===== config.mk =====
export PLATFORM = sky130hd
export DESIGN_NAME = tmc_mode_router
export DESIGN_NICKNAME = d
export VERILOG_FILES = /design/src/core/tmc_pkg.sv /design/src/core/tmc_buf_mem.sv /design/src/core/tmc_mode_router.sv
export SDC_FILE = /design/constraint.sdc
export NUM_CORES = 1
export LEC_CHECK = 0
export BUFFER_PORTS_ARGS = -buffer_cell sky130_fd_sc_hd__buf_2
export CORE_MARGIN = 10
export CORE_UTILIZATION = 55
export CTS_CLUSTER_SIZE = 12
export DETAILED_ROUTE_END_ITERATION = 10
export PLACE_DENSITY_LB_ADDON = 0.25
export SYNTH_ARGS = -nofsm -noshare
export SYNTH_HDL_FRONTEND = slang
export SYNTH_SLANG_ARGS = --single-unit

===== constraint.sdc =====
create_clock -name i_clk -period 5.09 [get_ports i_clk]
set_input_delay 0.509 -clock i_clk [delete_from_list [all_inputs] [get_ports i_clk]]
set_output_delay 0.509 -clock i_clk [all_outputs]
set_load 0.03 [all_outputs]

===== src/core/tmc_pkg.sv =====
/*
 * tmc_pkg: constants for the communication-mode configuration and tunnel router.
 * assumes: nothing beyond a SystemVerilog compiler.
 */
package tmc_pkg;
	// mode configuration byte layout, plus keep-crc bit of the rx byte and flip bit of the select byte
	localparam int          CFG_W          = 8;
	localparam int          BIT_RFCFG      = 7;
	localparam int          BIT_TUNNEL     = 6;
	localparam int          BIT_MAILBOX    = 5;
	localparam int          BIT_NAK_ERR    = 4;
	localparam int          BIT_AUTH_SET   = 3;
	localparam int          BIT_SEL_FLIP   = 2;
	localparam int          BIT_PWR_HI     = 1;
	localparam int          BIT_PWR_LO     = 0;
	localparam int          BIT_KEEP_CRC   = 7;
	localparam int          SELR_FLIP_BIT  = 6;
	localparam logic [7:0]  CFG_NV_DEFAULT = 8'h80;
	// buffer geometry
	localparam int          BUF_DEPTH      = 32;
	localparam int          BUF_AW         = 5;
	localparam int          CRC_BYTES      = 2;
	localparam logic [5:0]  MAX_LEN_CRC    = 6'h1e;
	localparam logic [5:0]  MAX_LEN_NOCRC  = 6'h20;
	// configuration block indices reachable from either side
	localparam logic [1:0]  IDX_MODE       = 2'h0;
	localparam logic [1:0]  IDX_MASK0      = 2'h1;
	localparam logic [1:0]  IDX_MASK1      = 2'h2;
	// index of the last eeprom block; the last two are protected from rf while the rf permission bit is low
	localparam logic [7:0]  LAST_BLOCK     = 8'h0f;

	typedef enum logic [1:0] {
		TMC_STANDALONE = 2'b00,
		TMC_MAILBOX    = 2'b01,
		TMC_TUNNEL     = 2'b10
	} tmc_mode_e;

	typedef enum logic [1:0] {
		TMC_ST_INIT = 2'b00,
		TMC_ST_RUN  = 2'b01,
		TMC_ST_TX   = 2'b10
	} tmc_state_e;
endpackage


===== src/core/tmc_buf_mem.sv =====
/*
 * tmc_buf_mem: byte buffer between rf receiver and host, registered read data.
 * assumes: single clock, one write and one read port, caller handles arbitration.
 */
`timescale 1ns/100ps
module tmc_buf_mem (
	// clock
	input  wire logic                      i_clk,
	input  wire logic                      i_ce,
	// write port
	input  wire logic                      i_we,
	input  wire logic [tmc_pkg::BUF_AW-1:0] i_waddr,
	input  wire logic [7:0]                i_wdata,
	// read port
	input  wire logic [tmc_pkg::BUF_AW-1:0] i_raddr,
	output logic      [7:0]                o_rdata
);
	import tmc_pkg::*;

	logic [7:0] mem_q [BUF_DEPTH];

	always_ff @(posedge i_clk) begin
		if (i_ce && i_we) begin
			mem_q[i_waddr] <= i_wdata;
		end
	end

	always_ff @(posedge i_clk) begin
		if (i_ce) begin
			o_rdata <= mem_q[i_raddr];
		end
	end
endmodule


===== src/core/tmc_mode_router.sv =====
/*
 * tmc_mode_router: mode configuration register, mode decode and rf command routing
 * with the tunnel buffer.
 * assumes: the rf frontend supplies received bytes already crc/parity checked and
 * anticollision is handled upstream; host serial logic runs on the same clock.
 */
// Overview of operation
// keep-crc stores crc, caps message at 30
// host always accesses mode byte; rf if permitted
// rf permission low blocks last two blocks
// bit6 tunnel, bit5 mailbox, none standalone
// mode enables volatile, nv default, host writable
// tunnel wins over mailbox
// mode change anytime, same anticollision
// standalone routes rf commands to eeprom
// tunnel blocks eeprom, buffers selected data
// tunnel rx error raises interrupt
// host answers each frame with ack/nak
// host eeprom access kept in tunnel
// host fills buffer, transmit sends it
// host handles sleep request itself
// auth-set allows rf auth changes after auth
// password change allowed when authenticated
// flip bit inverts cl2 select bit6
// power field selects modes 0 to 3
// bit4 selects nak error handling
// mask defaults loaded, same access as mode
// host may answer read with data
// keep-crc is bit7 of previous byte
// nv mode copied before any rf command
`timescale 1ns/100ps
module tmc_mode_router (
	// clock and reset
	input  wire logic                      i_clk,
	input  wire logic                      i_resetn,
	input  wire logic                      i_ce,
	// nonvolatile defaults
	input  wire logic [7:0]                i_nv_mode_cfg,
	input  wire logic [7:0]                i_nv_mask0,
	input  wire logic [7:0]                i_nv_mask1,
	input  wire logic [7:0]                i_nv_rx_cfg,
	input  wire logic                      i_nv_valid,
	// host configuration port
	input  wire logic                      i_host_cfg_we,
	input  wire logic [1:0]                i_host_cfg_idx,
	input  wire logic [7:0]                i_host_cfg_wdata,
	output logic      [7:0]                o_host_cfg_rdata,
	// rf configuration port
	input  wire logic                      i_rf_cfg_we,
	input  wire logic                      i_rf_cfg_re,
	input  wire logic [1:0]                i_rf_cfg_idx,
	input  wire logic [7:0]                i_rf_cfg_wdata,
	output logic      [7:0]                o_rf_cfg_rdata,
	output logic                           o_rf_cfg_denied,
	// rf eeprom write request
	input  wire logic                      i_rf_ee_we,
	input  wire logic [7:0]                i_rf_ee_block,
	input  wire logic                      i_rf_auth_ok,
	input  wire logic                      i_rf_is_auth_cfg,
	input  wire logic                      i_rf_is_password,
	output logic                           o_rf_ee_grant,
	// rf receive stream
	input  wire logic                      i_selected,
	input  wire logic                      i_rx_valid,
	input  wire logic [7:0]                i_rx_data,
	input  wire logic                      i_rx_is_crc,
	input  wire logic                      i_rx_end,
	input  wire logic                      i_rx_err,
	output logic                           o_cmd_to_eeprom,
	output logic                           o_rx_irq,
	output logic                           o_rx_done,
	output logic      [5:0]                o_rx_len,
	// host buffer and transmit
	input  wire logic                      i_host_buf_we,
	input  wire logic [tmc_pkg::BUF_AW-1:0] i_host_buf_addr,
	input  wire logic [7:0]                i_host_buf_wdata,
	output logic      [7:0]                o_host_buf_rdata,
	input  wire logic                      i_host_tx_cmd,
	input  wire logic [5:0]                i_host_tx_len,
	input  wire logic                      i_tx_ready,
	output logic                           o_tx_valid,
	output logic      [7:0]                o_tx_data,
	output logic                           o_tx_last,
	// decoded configuration
	input  wire logic [7:0]                i_selr_cfg,
	output logic      [7:0]                o_sel_res_cl2,
	output tmc_pkg::tmc_mode_e             o_mode,
	output logic                           o_nak_on_err,
	output logic      [1:0]                o_power_mode,
	output logic      [7:0]                o_irq_mask0,
	output logic      [7:0]                o_irq_mask1,
	output logic                           o_ready
);
	import tmc_pkg::*;

	logic [7:0]        cfg_q, mask0_q, mask1_q, rxcfg_q;
	tmc_state_e        st_q;
	logic [5:0]        wptr_q, tx_cnt_q, tx_len_q;
	logic              tx_rd_pend_q;
	logic [BUF_AW-1:0] mem_waddr, mem_raddr;
	logic [7:0]        mem_wdata, mem_rdata;
	logic              mem_we;
	logic              running, rf_cfg_ok, tunnel_rx, rx_take, host_wr_ok;
	logic [5:0]        max_len;

	function automatic tmc_mode_e decode_mode(input logic [7:0] c);
		if (c[BIT_TUNNEL])
			return TMC_TUNNEL;
		else if (c[BIT_MAILBOX])
			return TMC_MAILBOX;
		else
			return TMC_STANDALONE;
	endfunction

	function automatic logic [7:0] sel_byte(input logic [1:0] idx, input logic [7:0] c,
	                                        input logic [7:0] m0, input logic [7:0] m1);
		case (idx)
			IDX_MODE:  return c;
			IDX_MASK0: return m0;
			IDX_MASK1: return m1;
			default:   return 8'h00;
		endcase
	endfunction

	assign running    = (st_q != TMC_ST_INIT);
	assign rf_cfg_ok  = cfg_q[BIT_RFCFG] && running;
	assign tunnel_rx  = running && (decode_mode(cfg_q) == TMC_TUNNEL) && i_selected;
	assign max_len    = rxcfg_q[BIT_KEEP_CRC] ? MAX_LEN_CRC : MAX_LEN_NOCRC;
	// crc bytes are still checked upstream; only their storage depends on keep-crc
	assign rx_take    = tunnel_rx && i_rx_valid && (wptr_q < max_len)
	                    && (!i_rx_is_crc || rxcfg_q[BIT_KEEP_CRC]);
	// host writes lose to an rf byte landing in the same cycle
	assign host_wr_ok = i_host_buf_we && !rx_take && (st_q != TMC_ST_TX);
	assign mem_we     = rx_take || host_wr_ok;
	assign mem_waddr  = rx_take ? wptr_q[BUF_AW-1:0] : i_host_buf_addr;
	assign mem_wdata  = rx_take ? i_rx_data : i_host_buf_wdata;
	assign mem_raddr  = (st_q == TMC_ST_TX) ? tx_cnt_q[BUF_AW-1:0] : i_host_buf_addr;

	tmc_buf_mem u_buf (
		.i_clk   (i_clk),
		.i_ce    (i_ce),
		.i_we    (mem_we),
		.i_waddr (mem_waddr),
		.i_wdata (mem_wdata),
		.i_raddr (mem_raddr),
		.o_rdata (mem_rdata)
	);

	// configuration registers; host has priority over a same-cycle rf write
	always_ff @(posedge i_clk or negedge i_resetn) begin
		if (!i_resetn) begin
			cfg_q   <= CFG_NV_DEFAULT;
			mask0_q <= 8'h00;
			mask1_q <= 8'h00;
			rxcfg_q <= 8'h00;
		end else if (i_ce) begin
			if (st_q == TMC_ST_INIT) begin
				if (i_nv_valid) begin
					cfg_q   <= i_nv_mode_cfg;
					mask0_q <= i_nv_mask0;
					mask1_q <= i_nv_mask1;
					rxcfg_q <= i_nv_rx_cfg;
				end
			end else if (i_host_cfg_we) begin
				// mode change accepted at any time once out of init R7 R5 R2
				case (i_host_cfg_idx)
					IDX_MODE:  cfg_q   <= i_host_cfg_wdata;
					IDX_MASK0: mask0_q <= i_host_cfg_wdata;
					IDX_MASK1: mask1_q <= i_host_cfg_wdata;
					default:   rxcfg_q <= i_host_cfg_wdata;
				endcase
			end else if (i_rf_cfg_we && rf_cfg_ok) begin
				case (i_rf_cfg_idx)
					IDX_MODE:  cfg_q   <= i_rf_cfg_wdata;
					IDX_MASK0: mask0_q <= i_rf_cfg_wdata;
					IDX_MASK1: mask1_q <= i_rf_cfg_wdata;
					default:   rxcfg_q <= i_rf_cfg_wdata;
				endcase
			end
		end
	end

	// init state and host transmit sequencing
	always_ff @(posedge i_clk or negedge i_resetn) begin
		if (!i_resetn) begin
			st_q         <= TMC_ST_INIT;
			tx_cnt_q     <= 6'h00;
			tx_len_q     <= 6'h00;
			tx_rd_pend_q <= 1'b0;
			o_tx_valid   <= 1'b0;
			o_tx_data    <= 8'h00;
			o_tx_last    <= 1'b0;
		end else if (i_ce) begin
			case (st_q)
				TMC_ST_INIT: begin
					if (i_nv_valid)
						st_q <= TMC_ST_RUN;
				end
				TMC_ST_RUN: begin
					if (i_host_tx_cmd && i_host_tx_len != 6'h00) begin
						st_q         <= TMC_ST_TX;
						tx_len_q     <= i_host_tx_len;
						tx_cnt_q     <= 6'h00;
						tx_rd_pend_q <= 1'b1;
					end
				end
				TMC_ST_TX: begin
					if (tx_rd_pend_q) begin
						tx_rd_pend_q <= 1'b0;
					end else if (!o_tx_valid) begin
						o_tx_valid <= 1'b1;
						o_tx_data  <= mem_rdata;
						o_tx_last  <= (tx_cnt_q + 6'h01 == tx_len_q);
					end else if (i_tx_ready) begin
						o_tx_valid <= 1'b0;
						o_tx_last  <= 1'b0;
						if (o_tx_last) begin
							st_q <= TMC_ST_RUN;
						end else begin
							tx_cnt_q     <= tx_cnt_q + 6'h01;
							tx_rd_pend_q <= 1'b1;
						end
					end
				end
				default: st_q <= TMC_ST_INIT;
			endcase
		end
	end

	// tunnel receive pointer and events
	always_ff @(posedge i_clk or negedge i_resetn) begin
		if (!i_resetn) begin
			wptr_q    <= 6'h00;
			o_rx_irq  <= 1'b0;
			o_rx_done <= 1'b0;
			o_rx_len  <= 6'h00;
		end else if (i_ce) begin
			o_rx_irq  <= tunnel_rx && i_rx_err;
			o_rx_done <= tunnel_rx && i_rx_end;
			if (tunnel_rx && i_rx_end) begin
				o_rx_len <= rx_take ? wptr_q + 6'h01 : wptr_q;
				wptr_q   <= 6'h00;
			end else if (rx_take) begin
				wptr_q <= wptr_q + 6'h01;
			end
		end
	end

	// routing, permissions and decoded outputs
	always_ff @(posedge i_clk or negedge i_resetn) begin
		if (!i_resetn) begin
			o_cmd_to_eeprom  <= 1'b0;
			o_rf_ee_grant    <= 1'b0;
			o_rf_cfg_denied  <= 1'b0;
			o_rf_cfg_rdata   <= 8'h00;
			o_host_cfg_rdata <= 8'h00;
			o_host_buf_rdata <= 8'h00;
			o_sel_res_cl2    <= 8'h00;
			o_mode           <= TMC_STANDALONE;
			o_nak_on_err     <= 1'b0;
			o_power_mode     <= 2'b00;
			o_irq_mask0      <= 8'h00;
			o_irq_mask1      <= 8'h00;
			o_ready          <= 1'b0;
		end else if (i_ce) begin
			o_ready          <= running;
			o_mode           <= decode_mode(cfg_q);
			// eeprom serves rf commands except while selected in tunneling; rf writes are never granted in tunneling; host access untouched R8 R12
			o_cmd_to_eeprom  <= running && (decode_mode(cfg_q) != TMC_TUNNEL || !i_selected);
			o_rf_ee_grant    <= running && (decode_mode(cfg_q) != TMC_TUNNEL) && i_rf_ee_we
			                    && ((i_rf_ee_block < LAST_BLOCK - 8'h01) || cfg_q[BIT_RFCFG])
			                    && (!i_rf_is_auth_cfg || (cfg_q[BIT_AUTH_SET] && i_rf_auth_ok))
			                    && (!i_rf_is_password || i_rf_auth_ok);
			o_rf_cfg_denied  <= (i_rf_cfg_we || i_rf_cfg_re) && !rf_cfg_ok;
			o_rf_cfg_rdata   <= rf_cfg_ok ? sel_byte(i_rf_cfg_idx, cfg_q, mask0_q, mask1_q)
			                              : 8'h00;
			o_host_cfg_rdata <= (i_host_cfg_idx == 2'h3) ? rxcfg_q
			                  : sel_byte(i_host_cfg_idx, cfg_q, mask0_q, mask1_q);
			o_host_buf_rdata <= mem_rdata;
			o_sel_res_cl2    <= i_selr_cfg ^ ({7'h00, cfg_q[BIT_SEL_FLIP]} << SELR_FLIP_BIT);
			o_nak_on_err     <= cfg_q[BIT_NAK_ERR];
			o_power_mode     <= {cfg_q[BIT_PWR_HI], cfg_q[BIT_PWR_LO]};
			o_irq_mask0      <= mask0_q;
			o_irq_mask1      <= mask1_q;
		end
	end

	// checks
	AST_TUNNEL_PRIORITY: assert property (@(posedge i_clk) disable iff (!i_resetn)
		i_ce && running && cfg_q[BIT_TUNNEL] |=> o_mode == TMC_TUNNEL || !$past(i_ce, 1))
		else $error("tunnel mode did not win");
	AST_STANDALONE: assert property (@(posedge i_clk) disable iff (!i_resetn)
		i_ce && running && cfg_q[BIT_TUNNEL:BIT_MAILBOX] == 2'b00
		|=> o_mode == TMC_STANDALONE)
		else $error("standalone not decoded");
	AST_RF_CFG_BLOCK: assert property (@(posedge i_clk) disable iff (!i_resetn)
		i_ce && running && !cfg_q[BIT_RFCFG] && i_rf_cfg_we && !i_host_cfg_we
		|=> $stable(cfg_q) && $stable(mask0_q) && $stable(mask1_q))
		else $error("rf changed configuration without permission");
	AST_LAST_BLOCKS: assert property (@(posedge i_clk) disable iff (!i_resetn)
		i_ce && !cfg_q[BIT_RFCFG] && i_rf_ee_block >= LAST_BLOCK - 8'h01 |=> !o_rf_ee_grant)
		else $error("protected block granted");
	AST_TUNNEL_NO_EE: assert property (@(posedge i_clk) disable iff (!i_resetn)
		i_ce && tunnel_rx |=> !o_cmd_to_eeprom)
		else $error("eeprom reached in tunnel mode");
	AST_RX_IRQ: assert property (@(posedge i_clk) disable iff (!i_resetn)
		i_ce && tunnel_rx && i_rx_err |=> o_rx_irq)
		else $error("rx error not signalled");
	AST_CRC_CAP: assert property (@(posedge i_clk) disable iff (!i_resetn)
		rxcfg_q[BIT_KEEP_CRC] |-> wptr_q <= MAX_LEN_CRC)
		else $error("message exceeded limit with crc kept");
	AST_SEL_FLIP: assert property (@(posedge i_clk) disable iff (!i_resetn)
		i_ce ##1 i_ce |-> o_sel_res_cl2[SELR_FLIP_BIT]
		== ($past(i_selr_cfg[SELR_FLIP_BIT]) ^ $past(cfg_q[BIT_SEL_FLIP])))
		else $error("select bit6 wrong");
	AST_INIT_LOAD: assert property (@(posedge i_clk) disable iff (!i_resetn)
		i_ce && st_q == TMC_ST_INIT && i_nv_valid |=> cfg_q == $past(i_nv_mode_cfg))
		else $error("nv mode not loaded");
	AST_POWER: assert property (@(posedge i_clk) disable iff (!i_resetn)
		i_ce |=> o_power_mode == $past(cfg_q[BIT_PWR_HI:BIT_PWR_LO]) || !$past(i_ce, 1))
		else $error("power mode mismatch");

	COV_TUNNEL_RX: cover property (@(posedge i_clk) disable iff (!i_resetn)
		rx_take ##[1:40] i_rx_end && tunnel_rx);
	COV_TX_DONE: cover property (@(posedge i_clk) disable iff (!i_resetn)
		o_tx_valid && o_tx_last && i_tx_ready);
	COV_MODE_SWITCH: cover property (@(posedge i_clk) disable iff (!i_resetn)
		o_mode == TMC_STANDALONE ##[1:20] o_mode == TMC_TUNNEL);
endmodule


# == Yosys cells after proc, flatten, opt, wreduce, memory -nomap -nowiden ==
# Memory sizes are Yosys's and may differ from the RTL's. A register that Yosys moved wholly into a read port is not among the register bits.
# Cells that the tools add are included.
# Widths: inputs -> output; s select.
# totals
register_bits,128
mem_bits_rw,256
input_bits,114
out_inout_bits,75
elab_cells,180
memories,1
# memory_table
name,words,width,rd,rd_clocked_by_memory_dff,wr,line,source
u_buf.mem_q,32,8,1,1,1,tmc_buf_mem.sv:20,logic [7:0] mem_q [BUF_DEPTH];
# classes
n_addsub,2
magnitude_cmp,2
n_eq_ne,24
n_mux,62
bitwise,3
n_reduce_logical,58
# op_table
operator,n
$mux 8,27
$mux 6,8
$pmux 8 s3,2
$logic_and 1x1->1,21
$ne 2x2->1 const B,10
$reduce_and 5->1,4
$mux 2,8
$reduce_and 7->1,2
$add 6x1->6 const B,2
$mux 1,12
$ne 3x1->1 const B,4
$pmux 6 s2,1
$reduce_bool 3->1,4
$eq 2x2->1 const B,5
$mux 5,2
$reduce_and 3->1,3
$lt 8x4->1 const B,1
$reduce_and 4->1,2
$xor 8x7->8,1
$logic_or 1x1->1,7
$eq 2x1->1 const B,3
$eq 6x6->1,1
$logic_not 1->1,6
$logic_not 2->1,3
other kinds (9),12

# == Longest topological paths before layout ==
# depth
depth_word,15
ltp_mapped,11

# == Cells and area by module ==
# Synthesis repeated with hierarchy kept, for this count alone.
# hier_totals
cells_unflattened,990
hier_area_um2,16407.0
# modules_own_cells
module,instances,cells_each,area_per_inst_um2
tmc_buf_mem,1,418,10138.5
tmc_mode_router,1,572,6268.5

# == Least setup slack after synthesis ==
# OpenSTA, ideal clock, no wires.
# synth_timing
path_type,register to register
start,register rxcfg_q[7]
end,"memory u_buf.mem_q[11][0], enable pin"
setup_time_ns,0.370
arrival_time_ns,2.212
t_required_ns,4.720
path_slack_ns,2.508
path_stages_with_launch,9
n_path_buf,1
path_cell_list,dfrtp_1 -> inv_1 -> ha_1 -> a21o_1 -> a21oi_1 -> o211ai_1 -> buf_2 -> mux2_2 -> nor2_1
# synth_between
elab_chain_len,11
word_cells_on_any_way,13
classes_between,1 x order compare; 4 x mux; 8 x reduce/logical
# synth_rtl
element,line,source
"start, declared",tmc_mode_router.sv:96,"logic [7:0] cfg_q, mask0_q, mask1_q, rxcfg_q;"
"start signal, assigned",tmc_mode_router.sv:162,rxcfg_q <= i_nv_rx_cfg;
"start signal, assigned",tmc_mode_router.sv:170,default: rxcfg_q <= i_host_cfg_wdata;
"start signal, assigned",tmc_mode_router.sv:177,default: rxcfg_q <= i_rf_cfg_wdata;
$mux 6,tmc_mode_router.sv:128,assign max_len = rxcfg_q[BIT_KEEP_CRC] ? MAX_LEN_CRC : MAX_LEN_NOCRC;
$lt 6x6->1,tmc_mode_router.sv:130,assign rx_take = tunnel_rx && i_rx_valid && (wptr_q < max_len)
$logic_and 1x1->1,tmc_mode_router.sv:130,
$logic_and 1x1->1 (*),tmc_mode_router.sv:131,&& (!i_rx_is_crc || rxcfg_q[BIT_KEEP_CRC]);
$logic_not 1->1,tmc_mode_router.sv:133,assign host_wr_ok = i_host_buf_we && !rx_take && (st_q != TMC_ST_TX);
$logic_and 1x1->1 (2 in series),tmc_mode_router.sv:133,
$logic_or 1x1->1,tmc_mode_router.sv:134,assign mem_we = rx_take || host_wr_ok;
$logic_and 1x1->1,tmc_buf_mem.sv:23,if (i_ce && i_we) begin
$mux 1,tmc_buf_mem.sv:23,
$mux 1 (not written as such),tmc_buf_mem.sv:24,mem_q[i_waddr] <= i_wdata;
"end, declared",tmc_buf_mem.sv:20,
# Mark *: on every way between the ends. The rest lies on a longest branch, timed or not.

# == Final worst setup path ==
# layout_timing
start,register wptr_q[2]
end,"memory u_buf.mem_q[30][1], enable pin"
# layout_between
elab_chain_len,10
word_cells_on_any_way,11
classes_between,1 x order compare; 3 x mux; 7 x reduce/logical
# layout_rtl
element,line,source
"start, declared",tmc_mode_router.sv:98,"logic [5:0] wptr_q, tx_cnt_q, tx_len_q;"
"start signal, assigned",tmc_mode_router.sv:244,wptr_q <= wptr_q + 6'h01;
$lt 6x6->1,tmc_mode_router.sv:130,
$logic_and 1x1->1,tmc_mode_router.sv:130,
$logic_and 1x1->1,tmc_mode_router.sv:131,
$logic_not 1->1,tmc_mode_router.sv:133,
$logic_and 1x1->1 (2 in series),tmc_mode_router.sv:133,
$logic_or 1x1->1,tmc_mode_router.sv:134,
$logic_and 1x1->1,tmc_buf_mem.sv:23,
$mux 1,tmc_buf_mem.sv:23,
$mux 1 (not written as such),tmc_buf_mem.sv:24,
# Parallel ways exist; a longest one is shown, timed or not.

==> flow_summary_export.csv <==
group,metric,value,unit
min_path,hp-class,"input port to flip-flop",
clocking,cts_num_sinks,392,
clocking,clk_path_buf_depth,3,
global_route,grt_pass1_wl,71900,um
global_route,grt_pass1_vias,12300,
sta,post-route-period-util,71.0,%
route,first_pass_iters,6,
route,wire_per_inst,22.3,um
global_route,grt_overflow,0,
cells_and_area,largest_reg_flops,256,
floorplan,dieWidth,201,um
clocking,cts_root_buf,"clkbuf_16",
pwr,p_per_area,518,mW/mm2
global_route,grt_max_degree,53,
yosys,synth_flop_cell,"edfxtp_1",
sta,fin_tns_setup,0,ns
floorplan,die_area,0.0402,mm2
route,drt_iter0_drc,1252,
critical_path,timing.rr.end,"u_buf.mem_q[30][1]$_DFFE_PP_",
yosys,async_reset_ff_share,32.7,%
sta,hold_viol_final,0,
pwr,ir_drop,0.000350,V
yosys,syn_nets,1562,
min_path,hp-start,"i_selr_cfg[1]",
critical_path,critical_path_arrival,3.79,ns
yosys,synth_seq_area_share,62.0,%
clocking,ctsResizeCount,0,
route,vias_per_cell,6.00,
placed_design,place_hpwl,31400,um
clocking,insertion_delay,0.54,ns
critical_path,startpoint_type,"flip-flop",
yosys,synth_top_cell_area_share,44.2,%
sta,final-max-slew-violation-count,0,
floorplan,fp.dieH,201,um
yosys,ys_top_cells_by_area,"edfxtp_1 44%, dfrtp_1 18%, mux2i_1 8.0%",
sta,setup_viol,0,
cells_and_area,nets,1729,
route,remaining_drc_errors,0,
yosys,synthCells,1442,
yosys,synth_edf_count,264,
critical_path,path_max_fanout,17,
floorplan,rows,66,
route,routed-via-count,12500,
cells_and_area,regMostFlops,"u_buf.mem_q",
sta,fin_crit,3.61,ns
sta,rsz0062_at_grt,"false",
cells_and_area,layout_commonest_cell,"edfxtp_1",
sta,relSlewSlack,14.9,%
critical_path,end_kind,"flip-flop",
sta,fmax,277,MHz
yosys,synth-warning-count,0,
global_route,antenna_found_initial,2,
yosys,yosys.area.top_type,"edfxtp_1",
clocking,cts_tree,"built",
route,antenna_left,0,
cells_and_area,area_growth,14.3,%
yosys,synth_cell_type_count,68,
cells_and_area,drive_above_1_share,23.0,%
placed_design,io_buffers,187,
critical_path,rrSetupSlack,1.48,ns
clocking,htreeDepth,2,
clocking,clkSlewWorstSetupHoldPaths,0.06,ns
floorplan,start_util,55.4,%
min_path,whs_endpoint,"o_sel_res_cl2[1]$_DFFE_PN0P_",
clocking,post-cts-setup-buffer-count,0,
critical_path,reg2reg_depth,6,
critical_path,criticalPathCategory,"flip-flop to flip-flop",
yosys,synth_seq_cells,392,
sta,worst_pin_slew,1.27,ns
run_status,status,"completed",
cells_and_area,num_antenna_cells,0,
clocking,cts_buffers,42,
sta,fin_skew,0.0249,ns
floorplan,io_pins,189,
cells_and_area,final_cell_mix,"264 x edfxtp_1, 209 x nor2_1, 185 x buf_2",
placed_design,gp_congestion,0.897,
floorplan,core-area,0.0324,mm2
route,wl,46400,um
global_route,track_usage,22.6,%
critical_path,crit_required,5.26,ns
cells_and_area,postLayoutCoreUtil,63.3,%
pwr,leakagePower,8.09,nW
yosys,avgSynthCellArea,12.4,um2
min_path,holdPathStages,2,
clocking,postCtsHoldBufs,1,
critical_path,worstReg2RegStart,"wptr_q[2]$_DFFE_PN0P_",
run,maxCapViolCount,0,
yosys,syn_area,0.0179,mm2
[worst max path at each step]
stage / slack (ns) / endpoint / start
5_1_grt: 1.20 / u_buf.o_rdata[3]$_DFFE_PP_ / st_q[0]$_DFFE_PN0P_
4_1_cts: 1.48 / u_buf.mem_q[18][5]$_DFFE_PP_ / wptr_q[2]$_DFFE_PN0P_
6_report: 1.48 / u_buf.mem_q[30][1]$_DFFE_PP_ / wptr_q[2]$_DFFE_PN0P_
3_3_place_gp: 1.57 / u_buf.mem_q[18][5]$_DFFE_PP_ / wptr_q[2]$_DFFE_PN0P_
2_1_floorplan: 2.51 / u_buf.mem_q[11][0]$_DFFE_PP_ / rxcfg_q[7]$_DFFE_PN0P_
3_5_place_dp: 1.50 / u_buf.mem_q[18][5]$_DFFE_PP_ / wptr_q[2]$_DFFE_PN0P_
[power breakdown]
part           switching [mW]  internal (mW)
Sequential              0.388           3.95
Combinational            2.16           1.19
Clock                    1.18           1.76
Total                    3.73           6.90
[worst max-delay path, cell delays in order, from the launching register on]
cell	delay [ns]
dfrtp_1	0.70
ha_1	0.34
a21o_1	0.16
a21oi_1	0.20
o211a_1	0.59
mux2i_1	0.82
nor2_1	0.44
[metrics by stage]
| stage | instance area [um2] | instances | hold slack [ns] | power [mW] | setup WS [ns] |
|---|---|---|---|---|---|
| 3_5_place_dp | 19200 | 2006 | 0.462 | 7.72 | 1.50 |
| 3_3_place_gp | 19200 | 2006 | 0.458 | 7.64 | 1.57 |
| 5_1_grt | 20500 | 2078 | 0.200 | 11.1 | 1.20 |
| 2_1_floorplan | 17900 | 1442 | 0.213 | 6.67 | 2.51 |
| 6_report | 20500 | 2078 | 0.199 | 10.6 | 1.48 |
| 4_1_cts | 20500 | 2078 | 0.187 | 10.6 | 1.48 |
[per-layer routing]
layer	global-route usage [%]	share of wire (%)	vias up
met1	30.4	41	6130
met4	7.57	3.1	0
met3	3.82	7.9	99
met5	0	0	-
li1	-	-	5680
met2	36.5	48	558
[cell usage after synthesis, types with 4 or more instances]
| library cell | number |
|---|---|
| o21ai_1 | 7 |
| a211oi_1 | 8 |
| nand3_1 | 33 |
| buf_6 | 4 |
| or4_1 | 6 |
| buf_4 | 5 |
| a31oi_2 | 5 |
| o211ai_1 | 6 |
| edfxtp_1 | 264 |
| xnor2_1 | 7 |
| a21oi_1 | 66 |
| buf_1 | 7 |
| a22o_1 | 4 |
| buf_2 | 33 |
| nor3_1 | 29 |
| clkbuf_1 | 37 |
| and2_1 | 4 |
| o21ai_0 | 78 |
| o32ai_1 | 14 |
| o22ai_1 | 11 |
| mux2_2 | 82 |
| nand2b_1 | 8 |
| nor2b_1 | 4 |
| dfrtp_1 | 127 |
| nor2_1 | 209 |
| a211o_1 | 14 |
| nand2_1 | 104 |
| mux2i_1 | 143 |
| a41oi_1 | 7 |
| o22a_1 | 4 |
| ha_1 | 6 |
| o21bai_1 | 4 |
| a31oi_1 | 11 |
| nor3b_1 | 7 |
| mux4_2 | 9 |
| nand4_1 | 5 |
| inv_1 | 19 |
[cells by family after synthesis]
| family | Yosys count | synth area share, % |
|---|---|---|
| fa+ha+maj | 6 | 0.418 |
| simple gates | 429 | 10.4 |
| flops | 392 | 62.0 |
| xor+xnor | 9 | 0.439 |
| buf+inv | 107 | 2.83 |
| compound gates | 263 | 9.41 |
| mux | 236 | 14.5 |
[final cells by class]
class | instances | area (um2)
clock buffers | 61 | 1180
clock inverters | 10 | 134
fillers | 2438 | 11900
inverters | 20 | 75.1
multi-input cells | 943 | 6310
flip-flops and latches | 392 | 11100
well taps | 442 | 553
repair buffers | 210 | 1120
(Power assumes the default switching activity.)
